===== src/rtc_alarm_defs.vh =====
// Register offsets, field positions, reset values and timing counts for the alarm unit
`ifndef RTC_ALARM_DEFS_VH
`define RTC_ALARM_DEFS_VH

`define STATUS_ADDR      8'h07
`define CONTROL_ADDR     8'h08
`define ALARM_BASE_ADDR  8'h10
`define ALARM_LAST_ADDR  8'h15
`define ALARM_FIELDS     6

`define ALARM_FLAG_BIT   4
`define AUTO_CLEAR_BIT   7
`define INT_MODE_BIT     6
`define FIELD_ENABLE_BIT 7

`define CONTROL_RESET    8'h00
`define ALARM_RESET      8'h00
`define DEVICE_ADDR      7'h5A // Arbitrary bus address

`define CLK_PERIOD_NS    40
`define IRQ_PULSE_NS     1000
`define IRQ_PULSE_CYCLES ((`IRQ_PULSE_NS + `CLK_PERIOD_NS - 1) / `CLK_PERIOD_NS)

`endif


===== src/alarm_match_bank.v =====
// Six alarm match bytes with registered read port and parallel view for the comparator
`timescale 1ns/1ps
`include "rtc_alarm_defs.vh"
module alarm_match_bank #(
    parameter FIELDS = 6
) (
    input  wire                 clk,
    input  wire                 sys_rst,
    input  wire                 wr_en,
    input  wire [2:0]           wr_idx,
    input  wire [7:0]           wr_data,
    input  wire [2:0]           rd_idx,
    output reg  [7:0]           rd_data,
    output wire [8*FIELDS-1:0]  all_bytes
);
    reg [7:0] mem_reg [0:FIELDS-1];

    genvar g;
    generate
        for (g = 0; g < FIELDS; g = g + 1) begin : field
            always @(posedge clk) begin
                if (sys_rst) begin
                    mem_reg[g] <= `ALARM_RESET;
                end else if (wr_en && wr_idx == g) begin
                    mem_reg[g] <= wr_data;
                end
            end
            assign all_bytes[8*g+7:8*g] = mem_reg[g];
        end
    endgenerate

    // Out-of-range index reads zero rather than aliasing another field
    always @(posedge clk) begin
        if (sys_rst) begin
            rd_data <= 8'h00;
        end else if (rd_idx < FIELDS) begin
            rd_data <= mem_reg[rd_idx];
        end else begin
            rd_data <= 8'h00;
        end
    end
endmodule


===== src/rtc_alarm_compare.v =====
// Alarm compare unit with two-wire slave register port and interrupt output
//
// What this block does
// RULE1: Alarm bytes mirror time byte encoding; the top bit is the field enable.
// RULE2: Only fields whose top bit is one take part in the comparison.
// RULE3: There is no year alarm field; year never compared.
// RULE4: Alarm event when every enabled field equals current time as time advances.
// RULE5: Any mix of one to all six enabled fields is supported.
// RULE6: Alarm bytes sit at 10h..15h: seconds, minutes, hours, date, month, weekday.
// RULE7: Host enables a field, clears mode bit and disables frequency output for single-event.
// RULE8: Single-event match sets the flag and holds interrupt low until flag cleared.
// RULE9: Mode bit one: interrupt pulses on every match, no reconfiguration needed.
// RULE10: Writing zero to the status flag clears it and releases the interrupt.
// RULE11: With auto-clear bit 7 of 08h set, a status read clears the flag.
// RULE12: Periodic mode sets the flag each time but pulses regardless of the flag.
// RULE13: Bytes move over the two-wire bus as slave only, most significant bit first.
// RULE14: Comparison runs once per seconds update, one event per matching second.
`timescale 1ns/1ps
`include "rtc_alarm_defs.vh"
module rtc_alarm_compare #(
    parameter [6:0] DEV_ADDR     = `DEVICE_ADDR,
    parameter       PULSE_CYCLES = `IRQ_PULSE_CYCLES
) (
    input  wire       clk,
    input  wire       sys_rst,
    input  wire       scl_in,
    input  wire       sda_in,
    output wire       sda_out,
    output reg        sda_oe,
    input  wire       sec_tick,
    input  wire [7:0] time_sec,
    input  wire [7:0] time_min,
    input  wire [7:0] time_hour,
    input  wire [7:0] time_date,
    input  wire [7:0] time_month,
    input  wire [7:0] time_weekday,
    input  wire       fout_enable,
    output reg        irq_n
);
    localparam [2:0] ST_IDLE  = 3'h0;
    localparam [2:0] ST_ADDR  = 3'h1;
    localparam [2:0] ST_PTR   = 3'h2;
    localparam [2:0] ST_WDATA = 3'h3;
    localparam [2:0] ST_READ  = 3'h4;
    localparam [2:0] ST_RACK  = 3'h5;

    reg  [2:0]  state_reg;
    reg  [2:0]  bit_cnt_reg;
    reg  [7:0]  shift_reg;
    reg  [7:0]  ptr_reg;
    reg         rw_reg;
    reg         byte_full_reg;
    reg         ack_reg;
    reg         load_next_reg;
    reg         scl_d_reg;
    reg         sda_d_reg;
    reg  [7:0]  control_reg;
    reg         alarm_flag_reg;
    reg         alarm_flag_next;
    reg         alarm_hit_reg;
    reg  [15:0] pulse_cnt_reg;
    reg         wr_fire;
    reg         rd_status_fire;
    reg  [7:0]  read_byte;

    wire        scl_rise = scl_in & ~scl_d_reg;
    wire        scl_fall = ~scl_in & scl_d_reg;
    wire        start_cond = scl_in & scl_d_reg & sda_d_reg & ~sda_in;
    wire        stop_cond = scl_in & scl_d_reg & ~sda_d_reg & sda_in;
    wire        ptr_in_alarm = (ptr_reg >= `ALARM_BASE_ADDR) && (ptr_reg <= `ALARM_LAST_ADDR);
    wire [7:0]  ptr_offset = ptr_reg - `ALARM_BASE_ADDR;
    wire [2:0]  alarm_idx = ptr_in_alarm ? ptr_offset[2:0] : 3'h7;
    wire [7:0]  bank_rd_data;
    wire [47:0] alarm_bytes;
    wire [47:0] time_bytes = {time_weekday, time_month, time_date, time_hour, time_min, time_sec}; // RULE3
    wire        auto_clear_on_read = control_reg[`AUTO_CLEAR_BIT];
    wire        interrupt_mode_select = control_reg[`INT_MODE_BIT];
    wire [5:0]  field_enable;
    wire [5:0]  field_hit;

    // Open-drain data line: only ever pulled low
    assign sda_out = 1'b0; // RULE13

    alarm_match_bank #(
        .FIELDS    (`ALARM_FIELDS)
    ) u_bank (
        .clk       (clk),
        .sys_rst   (sys_rst),
        .wr_en     (wr_fire & ptr_in_alarm), // RULE6
        .wr_idx    (alarm_idx),
        .wr_data   (shift_reg),
        .rd_idx    (alarm_idx),
        .rd_data   (bank_rd_data),
        .all_bytes (alarm_bytes)
    );

    genvar g;
    generate
        for (g = 0; g < `ALARM_FIELDS; g = g + 1) begin : cmp
            assign field_enable[g] = alarm_bytes[8*g+`FIELD_ENABLE_BIT]; // RULE1
            // Disabled fields always count as hits
            assign field_hit[g] = ~field_enable[g] | (alarm_bytes[8*g+6:8*g] == time_bytes[8*g+6:8*g]); // RULE2
        end
    endgenerate

    // Byte presented to the master for the current pointer
    always @* begin
        if (ptr_reg == `STATUS_ADDR) begin
            read_byte = 8'h00;
            read_byte[`ALARM_FLAG_BIT] = alarm_flag_reg;
        end else if (ptr_reg == `CONTROL_ADDR) begin
            read_byte = control_reg;
        end else if (ptr_in_alarm) begin
            read_byte = bank_rd_data;
        end else begin
            read_byte = 8'h00;
        end
    end

    always @(posedge clk) begin
        if (sys_rst) begin
            scl_d_reg <= 1'b1;
            sda_d_reg <= 1'b1;
        end else begin
            scl_d_reg <= scl_in;
            sda_d_reg <= sda_in;
        end
    end

    // Slave-only byte engine, most significant bit first
    always @(posedge clk) begin
        if (sys_rst) begin
            state_reg      <= ST_IDLE;
            bit_cnt_reg    <= 3'h0;
            shift_reg      <= 8'h00;
            ptr_reg        <= 8'h00;
            rw_reg         <= 1'b0;
            byte_full_reg  <= 1'b0;
            ack_reg        <= 1'b0;
            load_next_reg  <= 1'b0;
            sda_oe         <= 1'b0;
            wr_fire        <= 1'b0;
            rd_status_fire <= 1'b0;
            control_reg    <= `CONTROL_RESET;
        end else begin
            wr_fire        <= 1'b0;
            rd_status_fire <= 1'b0;
            if (wr_fire) begin
                if (ptr_reg == `CONTROL_ADDR) begin
                    control_reg <= shift_reg;
                end
                ptr_reg <= ptr_reg + 8'h01;
            end
            if (start_cond) begin
                state_reg     <= ST_ADDR;
                bit_cnt_reg   <= 3'h0;
                byte_full_reg <= 1'b0;
                ack_reg       <= 1'b0;
                load_next_reg <= 1'b0;
                sda_oe        <= 1'b0;
            end else if (stop_cond) begin
                state_reg <= ST_IDLE;
                ack_reg   <= 1'b0;
                sda_oe    <= 1'b0;
            end else begin
                case (state_reg)
                    ST_ADDR, ST_PTR, ST_WDATA: begin
                        if (scl_rise && !ack_reg && !byte_full_reg) begin
                            shift_reg   <= {shift_reg[6:0], sda_in}; // RULE13
                            bit_cnt_reg <= bit_cnt_reg + 3'h1;
                            if (bit_cnt_reg == 3'h7) begin
                                byte_full_reg <= 1'b1;
                            end
                        end else if (scl_fall && byte_full_reg) begin
                            byte_full_reg <= 1'b0;
                            if (state_reg == ST_ADDR && shift_reg[7:1] != DEV_ADDR) begin
                                state_reg <= ST_IDLE;
                            end else begin
                                ack_reg <= 1'b1;
                                sda_oe  <= 1'b1;
                                if (state_reg == ST_ADDR) begin
                                    rw_reg <= shift_reg[0];
                                end else if (state_reg == ST_PTR) begin
                                    ptr_reg <= shift_reg;
                                end else begin
                                    wr_fire <= 1'b1;
                                end
                            end
                        end else if (scl_fall && ack_reg) begin
                            ack_reg <= 1'b0;
                            sda_oe  <= 1'b0;
                            if (state_reg == ST_ADDR && rw_reg) begin
                                state_reg      <= ST_READ;
                                shift_reg      <= read_byte;
                                sda_oe         <= ~read_byte[7];
                                rd_status_fire <= (ptr_reg == `STATUS_ADDR);
                                ptr_reg        <= ptr_reg + 8'h01;
                            end else if (state_reg == ST_ADDR) begin
                                state_reg <= ST_PTR;
                            end else begin
                                state_reg <= ST_WDATA;
                            end
                        end
                    end
                    ST_READ: begin
                        if (scl_fall) begin
                            if (bit_cnt_reg == 3'h7) begin
                                sda_oe    <= 1'b0;
                                state_reg <= ST_RACK;
                            end else begin
                                sda_oe    <= ~shift_reg[6];
                                shift_reg <= {shift_reg[6:0], 1'b0};
                            end
                            bit_cnt_reg <= bit_cnt_reg + 3'h1;
                        end
                    end
                    ST_RACK: begin
                        if (scl_rise) begin
                            if (sda_in) begin
                                state_reg <= ST_IDLE;
                            end else begin
                                load_next_reg <= 1'b1;
                            end
                        end else if (scl_fall && load_next_reg) begin
                            load_next_reg  <= 1'b0;
                            state_reg      <= ST_READ;
                            bit_cnt_reg    <= 3'h0;
                            shift_reg      <= read_byte;
                            sda_oe         <= ~read_byte[7];
                            rd_status_fire <= (ptr_reg == `STATUS_ADDR);
                            ptr_reg        <= ptr_reg + 8'h01;
                        end
                    end
                    default: begin
                        sda_oe <= 1'b0;
                    end
                endcase
            end
        end
    end

    // Compare only on the seconds update so one matching second gives one event
    always @(posedge clk) begin
        if (sys_rst) begin
            alarm_hit_reg <= 1'b0;
        end else begin
            alarm_hit_reg <= sec_tick & (|field_enable) & (&field_hit); // RULE4 RULE5 RULE14
        end
    end

    // Hardware set wins over any clear arriving in the same cycle
    always @* begin
        alarm_flag_next = alarm_flag_reg;
        if (wr_fire && ptr_reg == `STATUS_ADDR && !shift_reg[`ALARM_FLAG_BIT]) begin
            alarm_flag_next = 1'b0; // RULE10
        end
        if (rd_status_fire && auto_clear_on_read) begin
            alarm_flag_next = 1'b0; // RULE11
        end
        if (alarm_hit_reg) begin
            alarm_flag_next = 1'b1; // RULE8 RULE12
        end
    end

    always @(posedge clk) begin
        if (sys_rst) begin
            alarm_flag_reg <= 1'b0;
            pulse_cnt_reg  <= 16'h0000;
            irq_n          <= 1'b1;
        end else begin
            alarm_flag_reg <= alarm_flag_next;
            if (alarm_hit_reg && interrupt_mode_select) begin
                pulse_cnt_reg <= PULSE_CYCLES[15:0]; // RULE9 RULE12
            end else if (pulse_cnt_reg != 16'h0000) begin
                pulse_cnt_reg <= pulse_cnt_reg - 16'h0001;
            end
            // The pin is shared with the frequency output, so the alarm stays off it while that runs
            if (fout_enable) begin
                irq_n <= 1'b1; // RULE7
            end else if (interrupt_mode_select) begin
                irq_n <= ~((alarm_hit_reg) | (pulse_cnt_reg > 16'h0001)); // RULE9
            end else begin
                irq_n <= ~alarm_flag_next; // RULE8
            end
        end
    end
endmodule


===== config.mk =====
export PLATFORM = sky130hd
export DESIGN_NAME = rtc_alarm_compare
export DESIGN_NICKNAME = d
export VERILOG_FILES = /design/src/alarm_match_bank.v /design/src/rtc_alarm_compare.v
export VERILOG_INCLUDE_DIRS = /design/src /design/src/src
export SDC_FILE = /design/constraint.sdc
export NUM_CORES = 1
export LEC_CHECK = 0
export ABC_CLOCK_PERIOD_IN_PS = 7700
export BUFFER_PORTS_ARGS = -buffer_cell sky130_fd_sc_hd__buf_2
export CAP_MARGIN = 20
export CORE_UTILIZATION = 30
export DETAILED_ROUTE_END_ITERATION = 8
export PLACE_DENSITY_LB_ADDON = 0.2
export SETUP_SLACK_MARGIN = 0.15
export SYNTH_ARGS = -nofsm -noshare
export SYNTH_HDL_FRONTEND = slang
export SYNTH_HIERARCHICAL = 1
export SYNTH_SLANG_ARGS = --single-unit

===== constraint.sdc =====
create_clock -name clk -period 7.7 [get_ports clk]
set_clock_uncertainty 0.05 [all_clocks]
set_input_delay 1.155 -clock clk [delete_from_list [all_inputs] [get_ports clk]]
set_output_delay 1.155 -clock clk [all_outputs]
set_load 0.005 [all_outputs]

======== Word level (Yosys, flattened, before mapping) ========
Memory sizes are Yosys's and may differ from the RTL's. A register that Yosys moved wholly into a read port is not among the register bits.
Cells that the tools add are included.
operators by class
  add/sub/neg operators ................... 4
  bitwise gates (word level) .............. 44
  eq/ne operators ......................... 45
  muxes and demuxes ....................... 103
  reductions and logical operators ........ 48
  magnitude comparators ................... 4
operator list
  kind                                                                              count
  8-bit 2-to-1 mux                                                                  29
  1-bit 2-to-1 mux                                                                  51
  3-bit 2-to-1 mux                                                                  15
  7-bit == test                                                                     6
  3-bit inequality test, second input constant                                      8
  8-bit one-hot mux with 3 select lines                                             1
  1-bit NOT                                                                         21
  5-bit inequality test, second input constant                                      4
  1-bit logical AND                                                                 18
  2-bit inequality test, second input constant                                      9
  3-bit one-hot mux with 3 select lines                                             2
  6-bit AND reduction                                                               3
  16-bit by 1-bit greater-than comparator with 1-bit output, second input constant  1
  8-bit one-hot mux with 2 select lines                                             1
  8-bit AND reduction                                                               2
  16-bit nonzero test                                                               1
  16-bit by 1-bit subtractor with 16-bit output, second input constant              1
  3-bit == test, second input constant                                              5
  1-bit OR                                                                          13
  3-bit by 2-bit == test with 1-bit output, second input constant                   4
  4-bit inequality test, second input constant                                      3
  4-bit AND reduction                                                               3
  1-bit AND                                                                         10
  5-bit 2-to-1 mux                                                                  2
  25 further kinds                                                                  35
word-level totals
  memories kept ........................... 1
  output and inout port bits .............. 3
  RAM bits ................................ 48
  input bits .............................. 54
  bits in registers ....................... 58
memory list
  name            depth  bits a word  read ports  clocked after Yosys merged registers in  wr ports  line                   source
  u_bank.mem_reg  6      8            7           1                                        6         alarm_match_bank.v:16  reg [7:0] mem_reg [0:FIELDS-1];

======== Logic depth before layout (Yosys ltp) ========
  word-level depth ........................ 11
  gate-level depth with buffers ........... 10
  gate-level depth less buffers ........... 8

======== Cells and area by module ========
The synthesis kept the hierarchy.
by module, submodules not included
  module             cells each  times used  area each (um^2)
  rtc_alarm_compare  489         1           4010.1
  alarm_match_bank   191         1           2565.0

======== Least setup slack after synthesis ========
OpenSTA, ideal clock, no wires.
  path type ............................... input to register
  start point ............................. input port scl_in
  end point ............................... register ptr_reg[0]
  cell stages on the path ................. 6
  path slack .............................. 4.769 ns
  arrival ................................. 2.738 ns
  library setup time ...................... 0.143 ns
  path through ............................ buf_2 nand3b_1 or4b_1 mux2_2 a211oi_1 o32ai_1
on the way
  word-level cells in the longest chain between the ends .. 9
  elaborated cells on any way between the ends .. 21
  those cells by class .................... mux (8); bitwise (8); reduce/logical (5)
ends and longest elaborated chain
  element                                line                     source
  from (decl)                            rtc_alarm_compare.v:26   input wire scl_in,
  1-bit NOT                              rtc_alarm_compare.v:67   wire scl_fall = ~scl_in & scl_d_reg;
  1-bit AND                              rtc_alarm_compare.v:67
  1-bit logical AND                      rtc_alarm_compare.v:189  end else if (scl_fall && ack_reg) begin
  8-bit 2-to-1 mux                       rtc_alarm_compare.v:189
  8-bit 2-to-1 mux                       rtc_alarm_compare.v:174  end else if (scl_fall && byte_full_reg) begin
  8-bit 2-to-1 mux                       rtc_alarm_compare.v:168  if (scl_rise && !ack_reg && !byte_full_reg) begin
  8-bit one-hot mux with 2 select lines  rtc_alarm_compare.v:166  case (state_reg)
  8-bit 2-to-1 mux                       rtc_alarm_compare.v:161  end else if (stop_cond) begin
  8-bit 2-to-1 mux (*)                   rtc_alarm_compare.v:154  if (start_cond) begin
  to (signal assigned)                   rtc_alarm_compare.v:152  ptr_reg <= ptr_reg + 8'h01;
  to (signal assigned)                   rtc_alarm_compare.v:184  ptr_reg <= shift_reg;
  to (signal assigned)                   rtc_alarm_compare.v:197  ptr_reg <= ptr_reg + 8'h01;
  to (decl)                              rtc_alarm_compare.v:50   reg [7:0] ptr_reg;
Mark *: on every way between the ends. The rest lies on a longest branch, timed or not.
A chain may end at the register's enable or synchronous reset.

==> impl_metrics.csv <==
group,metric,value,unit
logic_synthesis,ys_ff_latch,114,
clock_network,root_buffer,"clkbuf_16",
sta,fmax,292,MHz
sta,timing.final.ws_setup,4.28,ns
cells_and_area,final_common_cell,"dfxtp_1",
global_route,grt.total_usage,16.8,%
global_route,gr-total-overflow,0,
cells_and_area,area.sequential,2760,um2
logic_synthesis,synth_area_per_cell,9.67,um2
sta,setup_viol,0,
floorplanning,core_area,21300,um2
detailed_routing,drt_iter0_drc,309,
sta,hold_viol_final,0,
cells_and_area,nets,777,
power,ir_worst_vdd,0.146,mV
logic_synthesis,synth_largest_area_cell,"edfxtp_1",
clock_network,cts_resized,0,
cells_and_area,multi_input_area,3600,um2
critical_path,cp.arrival,3.65,ns
detailed_routing,drc,0,
sta,min_period_over_period,44.4,%
logic_synthesis,synth.net_count,741,
logic_synthesis,synthTopCellsByArea,"edfxtp_1, dfxtp_1, xnor2_1",
sta,final_max_slew_viol_count,0,
logic_synthesis,syn_area,6580,um2
floorplanning,die-area,22500,um2
cells_and_area,layout-drive-gt1-share,15.4,%
critical_path,cp-end-kind,"flip-flop",
sta,tns,0,ns
detailed_routing,routed_wl,18.5,mm
cells_and_area,largest_reg_flops,48,
detailed_routing,firstDrtPassIters,5,
clock_network,hold_buffers,0,
detailed_routing,via_per_inst,5.37,
detailed_routing,vias,5387,
logic_synthesis,yosysSeqAreaShare,42.0,%
global_route,antenna_found_initial,0,
run_status,status,"completed",
critical_path,critical_path_class,"reg2reg",
clock_network,clk_path_buf_depth,2,
logic_synthesis,yosysWarnings,6,
clock_network,clock_latency,0.42,ns
floorplanning,die_width,150,um
clock_network,cts_htree_levels,4,
power,p_leak,2.67,nW
logic_synthesis,syn_inst,680,
floorplanning,start_util,30.9,%
logic_synthesis,synth_top_area_share,21.9,%
logic_synthesis,synthDistinctLibCells,79,
cells_and_area,fill_cells,2151,
global_route,grt_max_degree,45,
worst_hold_path,hold_path.class,"reg2reg",
clock_network,clkTransAtPathRegs,0.05,ns
sta,tightest_slew,1.06,ns
clock_network,cts_setup_buffers,0,
detailed_routing,ant_nets,0,
place,place_hpwl,13.0,mm
global_route,grt_pass1_vias,5190,
global_route,grt_first_pass_wirelength,28.4,mm
floorplanning,pin_count,57,
place,globalplace.congestion,0.854,
power,power_density,248,nW/um2
clock_network,cts_made_buffers,17,
critical_path,cp_max_fo,19,
clock_network,cts.sinks,114,
floorplanning,die_h,150,um
critical_path,start_kind,"flip-flop",
cells_and_area,diodes,0,
place,pre_cts_ws,4.30,ns
logic_synthesis,postSynth.asyncResetShare,0,%
place,portBuffers,49,
logic_synthesis,synthFlopType,"dfxtp_1",
logic_synthesis,synth-edff-count,48,
critical_path,worstPathRequired,7.93,ns
sta,relSlewSlack,28.0,%
run,maxCapViolCount,0,
floorplanning,rows,53,
cells_and_area,area_growth,16.7,%
cells_and_area,mostFrequentLayoutCells,"dfxtp_1, and2_1, buf_2, edfxtp_1, nor2_1",
sta,rsz0062_at_grt,"no",
sta,fin_crit,3.42,ns
detailed_routing,wl_per_cell,18.4,um
clock_network,cts_tree,"done",
==> worst paths after layout <==
| check | from | end | slack, ns | cells after the start |
|---|---|---|---|---|
| setup / recovery | ptr_reg[5] | u_bank/mem_reg[2][2] | 4.28 | 6 |
| hold / removal | control_reg[0] | control_reg[0] | 0.40 | 2 |
| setup reg to reg | ptr_reg[5] | u_bank/mem_reg[2][2] | 4.28 | 6 |
| hold reg to reg | control_reg[0] | control_reg[0] | 0.40 | 2 |
==> cell families after synthesis <==
group                    count (synthesis)  synth area share (%)
AND/OR/NAND/NOR                        260                  23.6
AO/OA/AOI/OAI                          167                  18.1
adder cells (fa/ha/maj)                  7                  1.33
multiplexers                            21                  3.23
flip-flops                             114                  42.0
XOR/XNOR                                63                  8.39
other                                    1                0.0570
buffers and inverters                   47                  3.27
==> Yosys cell counts, types with 10 or more instances <==
cell,number
o21a_1,10
clkbuf_1,22
nand4_1,12
a21oi_1,30
nor2b_1,24
nand2_1,29
nand2b_1,10
nor2_1,45
nor3_1,11
xor2_1,26
mux2i_1,19
a211oi_1,13
edfxtp_1,48
xnor2_1,37
o21ai_0,30
and2_1,50
dfxtp_1,66
nor4_1,17
==> final cells by class <==
| class | instances | area share (%) |
|---|---|---|
| multi-input cells | 519 | 46.9 |
| flip-flops and latches | 114 | 36.0 |
| clock buffers | 20 | 5.82 |
| well taps | 275 | 4.49 |
| repair buffers | 53 | 3.85 |
| clock inverters | 12 | 2.38 |
| inverters | 11 | 0.538 |
==> power by group <==
group          switching (mW)  internal [mW]
clock network           0.292          0.551
registers              0.0596          0.677
logic                   0.180          0.140
total                   0.531           1.37
==> worst max-delay path: stages, from the launching register on <==
cell	delay, ns
dfxtp_1	0.35
or3_1	0.59
nor3_1	0.77
nand2_1	0.49
buf_16	0.31
nor4_2	0.53
and2_1	0.20
==> through the flow <==
step / hold slack, ns / utilization (%) / total power [mW] / cell area, um2 / std cells
2_1_floorplan: 0.386 / - / 0.981 / 6580 / 680
3_3_place_gp: 0.393 / 32.9 / 1.06 / 7010 / 971
3_5_place_dp: 0.398 / 33.1 / 1.07 / 7040 / 972
4_1_cts: 0.404 / 36.0 / 1.92 / 7670 / 1004
5_1_grt: 0.443 / 36.0 / 1.98 / 7670 / 1004
6_report: 0.403 / 36.0 / 1.90 / 7670 / 1004
==> routing by layer <==
metal | GRT usage, % | share of wire [%]
met1 | 21.2 | 45
met2 | 28.3 | 49
met3 | 3.14 | 4.4
met4 | 6.26 | 1.8
met5 | 0 | 0
(Power assumes the default switching activity.)
